--- src/logic/sdimd_regs.svh ---
`ifndef SDIMD_REGS_SVH
`define SDIMD_REGS_SVH
// Register byte offsets.
`define SDIMD_OFF_CTRL     8'h00
`define SDIMD_OFF_STATUS   8'h04
`define SDIMD_OFF_IRQ_STAT 8'h08
`define SDIMD_OFF_IRQ_CLR  8'h0C
`define SDIMD_OFF_IRQ_EN   8'h10
// Control register fields.
`define SDIMD_CTRL_EN_LSB     0
`define SDIMD_CTRL_DETECT_BIT 3
`define SDIMD_CTRL_FORCE_LSB  4
`define SDIMD_CTRL_RESET      32'h0000_0007
// Status register fields.
`define SDIMD_ST_LOCK_BIT  0
`define SDIMD_ST_MODE_LSB  1
`define SDIMD_ST_RATE_BIT  3
// Interrupt bits.
`define SDIMD_IRQ_LOCK     0
`define SDIMD_IRQ_UNLOCK   1
`define SDIMD_IRQ_RATE     2
// Timing in receive-clock cycles, and the count of good pulses needed for a full lock.
`define SDIMD_DWELL_CYC    16'd1000
`define SDIMD_TIMEOUT_CYC  16'd2000
`define SDIMD_GOOD_NEEDED  4'd4
// Rate measurement: window of the reference clock, threshold in ppm.
`define SDIMD_WIN_MS       10
`define SDIMD_REF_HZ       27000000
`define SDIMD_RATE_THR_PPM 500
`endif

--- src/logic/sdimd_pkg.sv ---
package sdimd_pkg;
    // Mode code on the mode output and the forced-mode control field.
    // two-bit mode codes
    typedef enum logic [1:0] {
        SDIMD_HD = 2'h0,
        SDIMD_SD = 2'h1,
        SDIMD_3G = 2'h2
    } sdimd_mode_e;
    // Search state machine, one-hot.
    typedef enum logic [2:0] {
        SDIMD_ST_HUNT  = 3'h1,
        SDIMD_ST_TRIAL = 3'h2,
        SDIMD_ST_LOCK  = 3'h4
    } sdimd_state_e;
endpackage

--- src/logic/sdimd_top.sv ---
// Implementation choices: the address map and the Wishbone interface to the registers.
`timescale 1ns/1ps
`include "sdimd_regs.svh"
module sdimd_top #(
    parameter int unsigned reference_clock_hz = `SDIMD_REF_HZ,
    parameter int unsigned rx_word_hz         = 148500000
) (
    // Clock and reset; the clock stands in for the receive and reference clocks.
    input  wire logic        clk_i,
    input  wire logic        rst_i,
    // Wishbone slave.
    input  wire logic        wb_cyc_i,
    input  wire logic        wb_stb_i,
    input  wire logic        wb_we_i,
    input  wire logic [7:0]  wb_adr_i,
    input  wire logic [3:0]  wb_sel_i,
    input  wire logic [31:0] wb_dat_i,
    output logic [31:0]      wb_dat_o,
    output logic             wb_ack_o,
    // Receive data status from the SDI datapath.
    input  wire logic        rx_word_i,
    input  wire logic        rx_sav_i,
    input  wire logic        rx_good_i,
    input  wire logic        rx_sig_change_i,
    // Receiver configuration.
    output sdimd_pkg::sdimd_mode_e rx_cfg_mode_o,
    output logic             rx_cfg_strobe_o,
    // Status outputs.
    output logic             mode_locked_o,
    output sdimd_pkg::sdimd_mode_e mode_o,
    output logic             rate_integer_o,
    output logic             irq_o
);
    import sdimd_pkg::*;

    typedef struct packed {
        sdimd_state_e st;
        sdimd_mode_e  mode;
        logic [15:0]  tmr;
        logic [3:0]   good;
        logic [2:0]   en;
        logic         detect;
        sdimd_mode_e  force_mode;
        logic         cfg_stb;
        logic [2:0]   irq_stat;
        logic [2:0]   irq_en;
        logic         rate_prev;
        logic         ack;
        logic [31:0]  rdata;
    } sdimd_s;
    sdimd_s st_ff;
    sdimd_s nxt_st;

    logic rate_int;
    logic rate_done;
    logic wb_req;
    logic [2:0] irq_set;
    sdimd_mode_e nxt_mode;
    logic found;

    // expected words per window at integer rate
    localparam int unsigned WIN_WORDS = rx_word_hz / 1000 * `SDIMD_WIN_MS;

    sdimd_rate_det #(
        .reference_clock_hz(reference_clock_hz)
    ) u_rate (
        .clk_i    (clk_i),
        .rst_i    (rst_i),
        .word_i   (rx_word_i),
        .expect_i (32'(WIN_WORDS)),
        .integer_o(rate_int),
        .done_o   (rate_done)
    );

    // The registered ack masks the request in its own cycle, so a held strobe is taken once.
    assign wb_req = wb_cyc_i && wb_stb_i && !st_ff.ack;

    // Next enabled mode after the current one, order SD, HD, 3G.
    always_comb begin
        nxt_mode = st_ff.mode;
        found    = 1'b0;
        case (st_ff.mode)
            SDIMD_SD: begin
                if (st_ff.en[0]) begin
                    nxt_mode = SDIMD_HD;
                    found    = 1'b1;
                end else if (st_ff.en[2]) begin
                    nxt_mode = SDIMD_3G;
                    found    = 1'b1;
                end else if (st_ff.en[1]) begin
                    nxt_mode = SDIMD_SD;
                    found    = 1'b1;
                end
            end
            SDIMD_HD: begin
                if (st_ff.en[2]) begin
                    nxt_mode = SDIMD_3G;
                    found    = 1'b1;
                end else if (st_ff.en[1]) begin
                    nxt_mode = SDIMD_SD;
                    found    = 1'b1;
                end else if (st_ff.en[0]) begin
                    nxt_mode = SDIMD_HD;
                    found    = 1'b1;
                end
            end
            default: begin
                if (st_ff.en[1]) begin
                    nxt_mode = SDIMD_SD;
                    found    = 1'b1;
                end else if (st_ff.en[0]) begin
                    nxt_mode = SDIMD_HD;
                    found    = 1'b1;
                end else if (st_ff.en[2]) begin
                    nxt_mode = SDIMD_3G;
                    found    = 1'b1;
                end
            end
        endcase
    end

    // Search machine, register bus and interrupt status in one next-state process.
    always_comb begin
        nxt_st = st_ff;
        nxt_st.cfg_stb = 1'b0;
        nxt_st.ack = wb_req;
        irq_set = 3'h0;
        if (!st_ff.detect) begin
            nxt_st.st = SDIMD_ST_LOCK;
            if (st_ff.mode != st_ff.force_mode) begin
                nxt_st.mode    = st_ff.force_mode;
                nxt_st.cfg_stb = 1'b1;
            end
        end else begin
            case (st_ff.st)
                SDIMD_ST_HUNT: begin
                    // SAV halts search
                    // A SAV seen while parked on a disabled mode is ignored, so a disabled mode never enters the trial state.
                    if (rx_sav_i && st_ff.en[st_ff.mode]) begin
                        nxt_st.st   = SDIMD_ST_TRIAL;
                        nxt_st.tmr  = 16'h0;
                        nxt_st.good = 4'h0;
                        irq_set[`SDIMD_IRQ_LOCK] = 1'b1;
                    // disabled mode left
                    // After a restart the search may begin on a mode that was disabled while locked.
                    end else if (st_ff.tmr >= `SDIMD_DWELL_CYC - 16'd1 || !st_ff.en[st_ff.mode]) begin
                        nxt_st.tmr = 16'h0;
                        if (found && nxt_mode != st_ff.mode) begin
                            nxt_st.mode    = nxt_mode;
                            nxt_st.cfg_stb = 1'b1;
                        end
                    end else begin
                        nxt_st.tmr = st_ff.tmr + 16'h1;
                    end
                end
                SDIMD_ST_TRIAL: begin
                    if (rx_good_i) begin
                        nxt_st.good = st_ff.good + 4'h1;
                    end
                    if (rx_good_i && st_ff.good >= `SDIMD_GOOD_NEEDED - 4'd1) begin
                        nxt_st.st  = SDIMD_ST_LOCK;
                        nxt_st.tmr = 16'h0;
                    end else if (st_ff.tmr >= `SDIMD_TIMEOUT_CYC - 16'd1) begin
                        nxt_st.st  = SDIMD_ST_HUNT;
                        nxt_st.tmr = 16'h0;
                        irq_set[`SDIMD_IRQ_UNLOCK] = 1'b1;
                    end else begin
                        nxt_st.tmr = st_ff.tmr + 16'h1;
                    end
                end
                SDIMD_ST_LOCK: begin
                    // Enables written while locked are only read by the next search.
                    // enables apply only after signal change
                    if (rx_sig_change_i) begin
                        nxt_st.st  = SDIMD_ST_HUNT;
                        nxt_st.tmr = 16'h0;
                        irq_set[`SDIMD_IRQ_UNLOCK] = 1'b1;
                    end
                end
                default: begin
                    nxt_st.st = SDIMD_ST_HUNT;
                end
            endcase
        end
        // A rate change is flagged only at the end of a measurement window.
        if (rate_done && st_ff.rate_prev != rate_int) begin
            irq_set[`SDIMD_IRQ_RATE] = 1'b1;
        end
        nxt_st.rate_prev = rate_int;
        // Register writes; a set in the same cycle beats a clear.
        if (wb_req && wb_we_i) begin
            case (wb_adr_i)
                `SDIMD_OFF_CTRL: begin
                    if (wb_sel_i[0]) begin
                        nxt_st.en         = wb_dat_i[`SDIMD_CTRL_EN_LSB +: 3];
                        nxt_st.detect     = wb_dat_i[`SDIMD_CTRL_DETECT_BIT];
                        nxt_st.force_mode = sdimd_mode_e'(wb_dat_i[`SDIMD_CTRL_FORCE_LSB +: 2]);
                    end
                end
                `SDIMD_OFF_IRQ_CLR: begin
                    if (wb_sel_i[0]) nxt_st.irq_stat = st_ff.irq_stat & ~wb_dat_i[2:0];
                end
                `SDIMD_OFF_IRQ_EN: begin
                    if (wb_sel_i[0]) nxt_st.irq_en = wb_dat_i[2:0];
                end
                default: begin
                end
            endcase
        end
        nxt_st.irq_stat = nxt_st.irq_stat | irq_set;
        // Register reads; unmapped reads return zero.
        nxt_st.rdata = 32'h0;
        if (wb_req && !wb_we_i) begin
            case (wb_adr_i)
                `SDIMD_OFF_CTRL: nxt_st.rdata = {24'h0, 2'h0, st_ff.force_mode, st_ff.detect, st_ff.en};
                `SDIMD_OFF_STATUS: nxt_st.rdata = {28'h0, rate_integer_o, mode_o, mode_locked_o};
                `SDIMD_OFF_IRQ_STAT: nxt_st.rdata = {29'h0, st_ff.irq_stat};
                `SDIMD_OFF_IRQ_EN: nxt_st.rdata = {29'h0, st_ff.irq_en};
                default: nxt_st.rdata = 32'h0;
            endcase
        end
    end

    always_ff @(posedge clk_i) begin
        if (rst_i) begin
            st_ff <= '{st: SDIMD_ST_HUNT, mode: SDIMD_SD, tmr: 16'h0, good: 4'h0,
                       en: 3'h7, detect: 1'b1, force_mode: SDIMD_HD, cfg_stb: 1'b0,
                       irq_stat: 3'h0, irq_en: 3'h0, rate_prev: 1'b1, ack: 1'b0, rdata: 32'h0};
        end else begin
            st_ff <= nxt_st;
        end
    end

    // lock forced high when search off
    assign mode_locked_o  = !st_ff.detect || (st_ff.st != SDIMD_ST_HUNT);
    assign mode_o         = st_ff.mode;
    assign rx_cfg_mode_o  = st_ff.mode;
    assign rx_cfg_strobe_o = st_ff.cfg_stb;
    // SD has no fractional family, so it reads as integer.
    assign rate_integer_o = (st_ff.mode == SDIMD_SD) ? 1'b1 : rate_int;
    assign irq_o          = |(st_ff.irq_stat & st_ff.irq_en);
    assign wb_ack_o       = st_ff.ack;
    assign wb_dat_o       = st_ff.rdata;

    // Assertions.
    chk_forced_lock_high: assert property (@(posedge clk_i) disable iff (rst_i)
        !st_ff.detect |-> mode_locked_o)
        else $error("lock low with search off");

    chk_sav_locks_search: assert property (@(posedge clk_i) disable iff (rst_i)
        st_ff.detect && st_ff.st == SDIMD_ST_HUNT && rx_sav_i && st_ff.en[st_ff.mode] |=> mode_locked_o)
        else $error("SAV did not lock");

    chk_trial_unlocks: assert property (@(posedge clk_i) disable iff (rst_i)
        st_ff.detect && st_ff.st == SDIMD_ST_TRIAL && st_ff.tmr == `SDIMD_TIMEOUT_CYC - 16'd1 && !rx_good_i
        && !(wb_req && wb_we_i) |=> !mode_locked_o) else $error("tentative lock outlived its timeout");

    chk_enabled_mode_only: assert property (@(posedge clk_i) disable iff (rst_i)
        st_ff.detect && rx_cfg_strobe_o |-> st_ff.en[mode_o])
        else $error("disabled mode tried");

    chk_lock_holds_on: assert property (@(posedge clk_i) disable iff (rst_i)
        st_ff.detect && st_ff.st == SDIMD_ST_LOCK && !rx_sig_change_i && !(wb_req && wb_we_i)
        |=> st_ff.st == SDIMD_ST_LOCK && $stable(mode_o)) else $error("lock lost");

    chk_forced_reconfig: assert property (@(posedge clk_i) disable iff (rst_i)
        !st_ff.detect && st_ff.mode != st_ff.force_mode |=> rx_cfg_strobe_o)
        else $error("forced change not applied");

    chk_rate_output: assert property (@(posedge clk_i) disable iff (rst_i)
        $changed(rate_integer_o) && $stable(mode_o) |-> rate_done)
        else $error("rate output moved between measurements");

    chk_trial_timeout: assert property (@(posedge clk_i) disable iff (rst_i)
        st_ff.detect && st_ff.st == SDIMD_ST_TRIAL |-> st_ff.tmr < `SDIMD_TIMEOUT_CYC)
        else $error("timeout overrun");

    chk_wb_ack_pulse: assert property (@(posedge clk_i) disable iff (rst_i) // Bus answer lasts one cycle.
        wb_ack_o |=> !wb_ack_o)
        else $error("ack longer than one cycle");
endmodule // sdimd_top

--- src/logic/sdimd_rate_det.sv ---
`timescale 1ns/1ps
`include "sdimd_regs.svh"
// Counts receive-clock words over a window of the reference clock.
module sdimd_rate_det #(
    parameter int unsigned reference_clock_hz = `SDIMD_REF_HZ
) (
    // Clock and reset.
    input  wire logic        clk_i,
    input  wire logic        rst_i,
    // Word strobe and expected integer count.
    input  wire logic        word_i,
    input  wire logic [31:0] expect_i,
    // Result.
    output logic             integer_o,
    output logic             done_o
);
    localparam int unsigned WIN_CYC = reference_clock_hz / 1000 * `SDIMD_WIN_MS;
    typedef struct packed {
        logic [31:0] win;
        logic [31:0] cnt;
        logic        integ;
        logic        done;
    } sdimd_rd_s;
    sdimd_rd_s st_ff;
    sdimd_rd_s nxt_st;
    logic [63:0] thr;

    // A fractional rate is 1000 ppm slow; the 500 ppm threshold sits midway.
    always_comb begin
        nxt_st = st_ff;
        nxt_st.done = 1'b0;
        thr = 64'(expect_i) * 64'(1000000 - `SDIMD_RATE_THR_PPM) / 64'd1000000;
        if (word_i) begin
            nxt_st.cnt = st_ff.cnt + 32'h1;
        end
        if (st_ff.win >= 32'(WIN_CYC - 1)) begin
            nxt_st.win   = 32'h0;
            nxt_st.cnt   = 32'h0;
            nxt_st.integ = (64'(st_ff.cnt) >= thr);
            nxt_st.done  = 1'b1;
        end else begin
            nxt_st.win = st_ff.win + 32'h1;
        end
    end

    always_ff @(posedge clk_i) begin
        if (rst_i) begin
            st_ff <= '{win: 32'h0, cnt: 32'h0, integ: 1'b1, done: 1'b0};
        end else begin
            st_ff <= nxt_st;
        end
    end

    assign integer_o = st_ff.integ;
    assign done_o    = st_ff.done;
endmodule // sdimd_rate_det

--- config.mk ---
export PLATFORM = sky130hd
export DESIGN_NAME = sdimd_top
export DESIGN_NICKNAME = d
export VERILOG_FILES = /design/src/logic/sdimd_pkg.sv /design/src/logic/sdimd_top.sv /design/src/logic/sdimd_rate_det.sv
export VERILOG_INCLUDE_DIRS = /design/src /design/src/logic
export SDC_FILE = /design/constraint.sdc
export NUM_CORES = 1
export LEC_CHECK = 0
export BUFFER_PORTS_ARGS = -buffer_cell sky130_fd_sc_hd__buf_2
export CORE_MARGIN = 10
export CORE_UTILIZATION = 39
export DETAILED_ROUTE_END_ITERATION = 10
export SYNTH_ARGS = -nofsm -noshare
export SYNTH_HDL_FRONTEND = slang
export SYNTH_SLANG_ARGS = --single-unit
--- constraint.sdc ---
create_clock -name clk_i -period 1.8 [get_ports clk_i]
set_input_delay 0.27 -clock clk_i [delete_from_list [all_inputs] [get_ports clk_i]]
set_output_delay 0.27 -clock clk_i [all_outputs]
set_load 0.02 [all_outputs]
==> impl_metrics.sql, run 1 <==
INSERT INTO impl_metrics (metric_group, metric, value, unit) VALUES
('logic_synthesis', 'ys_ff_latch', '112', ''),
('timing', 'drv_slew', '0', ''),
('power', 'power_density', '730', 'nW/um^2'),
('logic_synthesis', 'post_synth.cell_area_avg', '8.61', 'sq um'),
('timing', 'unrepaired_setup_endpoints_after_global_routing', 'yes', ''),
('worst_setup_path', 'worst_r2r_path_depth', '6', ''),
('cts', 'cts_inserted_buffers', '9', ''),
('route', 'detail-route-antenna-nets', '0', ''),
('logic_synthesis', 'yosysSeqAreaShare', '41.0', '%'),
('placed_design', 'hpwl', '8.93', 'mm'),
('logic_synthesis', 'synth_edf_count', '0', ''),
('route', 'route.vias.total', '4709', ''),
('cells_and_area', 'nNetsFinal', '806', ''),
('timing', 'worst_hold_slack', '0.161', 'ns'),
('outcome', 'violated_checks', 'setup timing', ''),
('min_path', 'min-delay-start', 'wb_dat_i[4]', ''),
('min_path', 'worstHoldEndpoint', 'st_ff[41]', ''),
('worst_setup_path', 'rr_endpoint', 'st_ff[63]', ''),
('cells_and_area', 'area_delta_synth_final', '29.3', '%'),
('outcome', 'run_status', 'complete, but fails checks', ''),
('placed_design', 'port_buffers', '38', ''),
('logic_synthesis', 'synthTopCellsByArea', 'dfxtp_1 41%, nor2_1 7.3%, buf_4 5.1%', ''),
('cells_and_area', 'drive_above_1_share', '29.7', '%'),
('logic_synthesis', 'async_reset_ff_share', '0', '%'),
('worst_setup_path', 'critPathCaptureType', 'flop', ''),
('cts', 'numClockSinks', '112', ''),
('job', 'max_cap_violations', '0', ''),
('cts', 'tritoncts', 'done', ''),
('floorplanning', 'design.die.area', '19100', 'sq um'),
('timing', 'worstMarginPinSlew', '0.524', 'ns'),
('power', 'cellLeakagePower', '2.68', 'nW'),
('placed_design', 'gp_congestion', '0.877', ''),
('worst_setup_path', 'reg2reg_from', 'st_ff[63]', ''),
('min_path', 'min_path_cells', '3', ''),
('cts', 'worstSkewPairLatency', '0.35', 'ns'),
('timing', 'layout_worst_path_cycle_share', '110', '%'),
('logic_synthesis', 'yosysWarnings', '0', ''),
('timing', 'finalSetupViolations', '68', ''),
('logic_synthesis', 'synth_top_cell_by_area', 'dfxtp_1', ''),
('route', 'first_pass_iters', '5', ''),
('logic_synthesis', 'synth_ff_type', 'dfxtp_1', ''),
('timing', 'clock.fmax', '0.505', 'GHz'),
('cts', 'clock-root-buffer', 'clkbuf_16', ''),
('timing', 'timing.slew.headroom', '65.0', '%'),
('worst_setup_path', 'chain_of_cells_forming_the_critical_path', 'or4_4 > or3_4 > nor4_4 > buf_4 > o31ai_4 > nor2_1', ''),
('global_routing', 'groute.usage.overall', '13.5', '%'),
('logic_synthesis', 'synth.distinct_cells', '66', ''),
('worst_setup_path', 'startpoint_type', 'flop', ''),
('cts', 'clk_transition_reported_paths', '0.07', 'ns'),
('power', 'report.power.total', '5.16', 'mW'),
('min_path', 'worst_min_delay_path_category', 'in2reg', ''),
('global_routing', 'grt_antenna_before_repair', '0', ''),
('cells_and_area', 'fill_cells', '1276', ''),
('global_routing', 'grt_overflow_total', '0', ''),
('cells_and_area', 'antenna-diode-count', '0', ''),
('worst_setup_path', 'regToRegSetupSlack', '-0.18', 'ns'),
('worst_setup_path', 'timing.critical_path.arrival', '2.26', 'ns'),
('floorplanning', 'floorplan.initialDensity', '39.5', '%'),
('floorplanning', 'chipHeight', '138', 'um'),
('floorplanning', 'core_area', '13800', 'sq um'),
('worst_setup_path', 'worst-setup-path-type', 'reg2reg', ''),
('worst_setup_path', 'cp_slowest_cell', 'or4_4', ''),
('route', 'vias_per_cell', '5.05', ''),
('placed_design', 'dp_slack', '-0.253', 'ns'),
('floorplanning', 'die_width', '138', 'um'),
('worst_setup_path', 'slowest_delay', '0.53', 'ns'),
('timing', 'hold_viol_final', '0', ''),
('route', 'wire_per_inst', '14.4', 'um'),
('timing', 'fin_ws', '-0.180', 'ns'),
('logic_synthesis', 'synth_top_area_share', '41.0', '%'),
('global_routing', 'grt_first_pass_wirelength', '22.1', 'mm');
## placed cells by master, fill, tap and decap left out, types with 5 or more instances in the layout
cell       count
buf_2         38
a211oi_1       6
o21ai_0       10
nand3_1       27
nor2_4        33
mux2i_1       15
nand4_1       26
nor2_1        64
dfxtp_1      104
conb_1        39
buf_4         73
dfxtp_2        8
xnor2_1       31
nand2_1       41
nor3_1        15
clkbuf_16      9
a21oi_1       15
xor2_1        27
and4_1         5
nor4_1         8
ha_1           5
inv_1         22
o211ai_1       5
and3_1         9
buf_6          5
nor2_2        13
## worst max-delay path by stage
stage | startpoint | endpoint | slack, ns
6_report | st_ff[63] | st_ff[63] | -0.18
5_1_grt | st_ff[63] | st_ff[65] | -0.27
4_1_cts | st_ff[63] | st_ff[63] | -0.17
3_5_place_dp | st_ff[51] | st_ff[63] | -0.25
3_3_place_gp | st_ff[51] | st_ff[60] | -0.16
2_1_floorplan | st_ff[63] | st_ff[54] | -0.05
## layer usage
layer / share of wire (%) / GRT usage (%) / up-vias / routed length, um
li1: - / - / 2360 / -
met1: 46 / 16.3 / 2234 / 6100
met2: 49 / 22.6 / 102 / 6520
met3: 4.7 / 3.97 / 13 / 627
met4: 1.1 / 4.05 / 0 / 149
met5: 0 / 0 / - / 0
## flip-flops by register name (all words and copies together) (netlist names)
name,cells
rx_cfg_strobe_o,1
u_rate.done_o,1
wb_ack_o,1
u_rate.integer_o,1
mode_o,2
st_ff,36
u_rate.st_ff,64
wb_dat_o,6
## power breakdown
group / switching, mW / internal (mW) / leakage [nW]
Clock: 0.886 / 1.07 / 0.138
Sequential: 0.0345 / 2.52 / 0.913
Combinational: 0.369 / 0.274 / 1.63
Total: 1.29 / 3.87 / 2.68
## cell families after synthesis
kind of cell	after synthesis	synth area share [%]
compound gates	76	9.94
xor+xnor	58	9.29
fa+ha+maj	6	1.37
buf+inv	83	9.23
flops	112	41.0
mux	16	2.95
other cells	1	0.0686
simple gates	283	26.1
## through the flow
stage	util, %	instance area (sq um)	TNS (ns)	std cells
global placement	44.7	6180	-5.20	902
detailed placement	44.7	6180	-7.17	902
finish	51.1	7070	-8.36	932
CTS	50.0	6910	-9.71	932
global route	51.1	7070	-14.04	932
floorplan	-	5630	-0.321	673
## critical path: cells and delay by family (launching register included)
family / cells / cell delay [ns]
compound gates: 1 / 0.11
buf+inv: 1 / 0.19
flops: 1 / 0.33
simple gates: 4 / 1.28
## cell type report
class / count / area, sq um / area share (%)
Timing Repair Buffer: 124 / 990 / 14.0
Multi-Input combinational cell: 478 / 3230 / 45.7
Clock buffer: 10 / 229 / 3.24
Tap cell: 180 / 225 / 3.19
Clock inverter: 6 / 60.1 / 0.850
Inverter: 22 / 82.6 / 1.17
Sequential cell: 112 / 2250 / 31.9
## repair_timing
item                       4_1_cts  5_1_grt
hold endpoints to repair         0        0
pin swaps                       10       12
setup endpoints to repair       70       73
gates cloned                     7        0
resized for setup               52       69
buffers inserted                 7        5
Power figures use the tool's default switching activity.
==> inputs of run 2 (changes only) <==
Settings changed: CTS_BUF_LIST from default to sky130_fd_sc_hd__clkbuf_8.
==> impl_metrics.sql, run 2 (synthesis results as in run 1) <==
INSERT INTO impl_metrics (metric_group, metric, value, unit) VALUES
('worst_setup_path', 'rr_endpoint', 'u_rate.st_ff[4]', ''),
('placed_design', 'placed_cells', '902', ''),
('placed_design', 'gp_congestion', '0.877', ''),
('power', 'power_density', '687', 'nW/um^2'),
('route', 'vias_per_cell', '5.08', ''),
('route', 'route.vias.total', '4701', ''),
('global_routing', 'number_of_global_route_vias_before_repair', '4499', ''),
('global_routing', 'grt_antenna_before_repair', '0', ''),
('job', 'max_cap_violations', '0', ''),
('cts', 'cts-root-to-sink-buffers', '2', ''),
('cells_and_area', 'fill_cells', '1301', ''),
('cts', 'tritoncts', 'done', ''),
('timing', 'hold_viol_final', '0', ''),
('cts', 'clock-root-buffer', 'clkbuf_8', ''),
('cts', 'worstSkewPairLatency', '0.38', 'ns'),
('route', 'detailedRoute.firstIterationViolations', '281', ''),
('timing', 'worstMarginPinSlew', '0.511', 'ns'),
('floorplanning', 'chipHeight', '138', 'um'),
('cells_and_area', 'layout_commonest_cell', 'dfxtp_1', ''),
('floorplanning', 'floorplan.initialDensity', '39.5', '%'),
('cts', 'htreeDepth', '3', ''),
('global_routing', 'busiest_layer', 'met2', ''),
('cts', 'clk_transition_reported_paths', '0.10', 'ns'),
('global_routing', 'grt_max_degree', '26', ''),
('cells_and_area', 'area_delta_synth_final', '25.2', '%'),
('timing', 'clock.fmax', '0.515', 'GHz'),
('outcome', 'violated_checks', 'setup timing', ''),
('min_path', 'worst_min_delay_path_category', 'in2reg', ''),
('global_routing', 'grt_use_met1', '15.3', '%'),
('cts', 'cts_inserted_buffers', '9', ''),
('cells_and_area', 'antenna-diode-count', '0', ''),
('floorplanning', 'die_width', '138', 'um'),
('worst_setup_path', 'critPathCaptureType', 'flop', ''),
('route', 'drt_drc_violations_left', '0', ''),
('power', 'report.power.total', '4.70', 'mW'),
('timing', 'layout_worst_path_cycle_share', '108', '%'),
('power', 'cellLeakagePower', '2.59', 'nW'),
('worst_setup_path', 'worst_r2r_path_depth', '6', ''),
('worst_setup_path', 'reg2reg_from', 'u_rate.st_ff[46]', ''),
('worst_setup_path', 'startpoint_type', 'flop', ''),
('min_path', 'worstHoldEndpoint', 'st_ff[41]', ''),
('timing', 'period_needed', '1.94', 'ns'),
('global_routing', 'grt_first_pass_wirelength', '20.7', 'mm'),
('min_path', 'min-delay-start', 'wb_dat_i[4]', ''),
('timing', 'finalSetupViolations', '69', ''),
('worst_setup_path', 'timing.critical_path.arrival', '2.26', 'ns'),
('timing', 'clock_skew', '0.00954', 'ns'),
('worst_setup_path', 'worst-path-max-fanout', '12', ''),
('global_routing', 'grt_overflow_total', '0', ''),
('cells_and_area', 'drive_above_1_share', '29.3', '%'),
('worst_setup_path', 'regToRegSetupSlack', '-0.14', 'ns'),
('timing', 'worst_hold_slack', '0.130', 'ns'),
('route', 'drt-total-wl', '13.0', 'mm'),
('route', 'detail-route-antenna-nets', '0', ''),
('timing', 'timing.slew.headroom', '65.9', '%'),
('min_path', 'min_path_cells', '3', ''),
('cts', 'numClockSinks', '112', ''),
('cells_and_area', 'fin_cells', '925', ''),
('timing', 'drv_slew', '0', ''),
('timing', 'unrepaired_setup_endpoints_after_global_routing', 'yes', ''),
('cells_and_area', 'largest_register', 'u_rate.st_ff', ''),
('placed_design', 'hpwl', '8.93', 'mm'),
('placed_design', 'port_buffers', '38', ''),
('cells_and_area', 'largest_register_ff_count', '64', ''),
('worst_setup_path', 'cp.required', '2.12', 'ns'),
('power', 'power.ir.vdd_worst', '413', 'uV'),
('cells_and_area', 'nNetsFinal', '799', ''),
('route', 'first_pass_iters', '6', ''),
('cells_and_area', 'final_cell_mix', '104 x dfxtp_1, 70 x buf_4, 68 x nor2_1', ''),
('cts', 'post_cts_hold_buffer_count', '0', ''),
('timing', 'fin_ws', '-0.141', 'ns'),
('worst_setup_path', 'worst-setup-path-type', 'reg2reg', ''),
('route', 'wire_per_inst', '14.1', 'um'),
('floorplanning', 'core_area', '13800', 'sq um'),
('global_routing', 'groute.layer.met3.usage', '3.56', '%'),
('floorplanning', 'boundaryPins', '94', ''),
('global_routing', 'groute.layer.met2.usage', '20.3', '%'),
('floorplanning', 'design.die.area', '19100', 'sq um'),
('outcome', 'run_status', 'complete, but fails checks', ''),
('floorplanning', 'floorplan.rows', '43', ''),
('global_routing', 'groute.usage.overall', '12.5', '%');
[run 2: worst max-delay path by stage]
| stage | start | end | slack [ns] |
|---|---|---|---|
| floorplan | st_ff[63] | st_ff[54] | -0.05 |
| global placement | st_ff[51] | st_ff[60] | -0.16 |
| detailed placement | st_ff[51] | st_ff[63] | -0.25 |
| CTS | st_ff[63] | st_ff[51] | -0.14 |
| global route | u_rate.st_ff[46] | u_rate.st_ff[26] | -0.22 |
| finish | u_rate.st_ff[46] | u_rate.st_ff[4] | -0.14 |
[run 2: worst max-delay path, cell delays in order (launching register included)]
cell,delay [ns]
dfxtp_2,0.33
and4_4,0.19
a2111o_1,0.36
o21a_1,0.19
or3b_4,0.48
clkbuf_16,0.22
nor2_1,0.09
[run 2: layout make-up]
cell class	instances	area [sq um]	share of cell area, %
Inverter	22	82.6	1.21
Clock inverter	7	63.8	0.932
Tap cell	180	225	3.29
Multi-Input combinational cell	478	3210	46.9
Timing Repair Buffer	117	887	13.0
Sequential cell	112	2250	32.9
Clock buffer	9	124	1.81
[run 2: report_power, final]
group          internal (mW)  switching (mW)
Clock                  0.631           0.824
Combinational          0.291           0.387
Sequential              2.53          0.0407
[run 2: stage by stage]
stage / instance area [sq um] / TNS, ns / utilization (%) / setup slack, ns
global placement: 6180 / -5.20 / 44.7 / -0.156
detailed placement: 6180 / -7.17 / 44.7 / -0.253
floorplan: 5630 / -0.321 / - / -0.0514
finish: 6840 / -6.40 / 49.5 / -0.141
global route: 6840 / -12.19 / 49.5 / -0.218
CTS: 6430 / -5.89 / 46.5 / -0.141
[run 2: routing by layer]
metal  vias to the layer above  share of wire (%)
met5                         -                  0
met4                         0                1.3
met3                        12                5.4
met2                       112                 48
met1                      2230                 45
li1                       2347                  -
[run 2: timing repair]
item	in CTS	in global routing
pin swaps	5	11
resized for setup	12	84
gates cloned	1	4
hold endpoints to repair	0	0
setup endpoints to repair	70	75
setup buffers	1	1
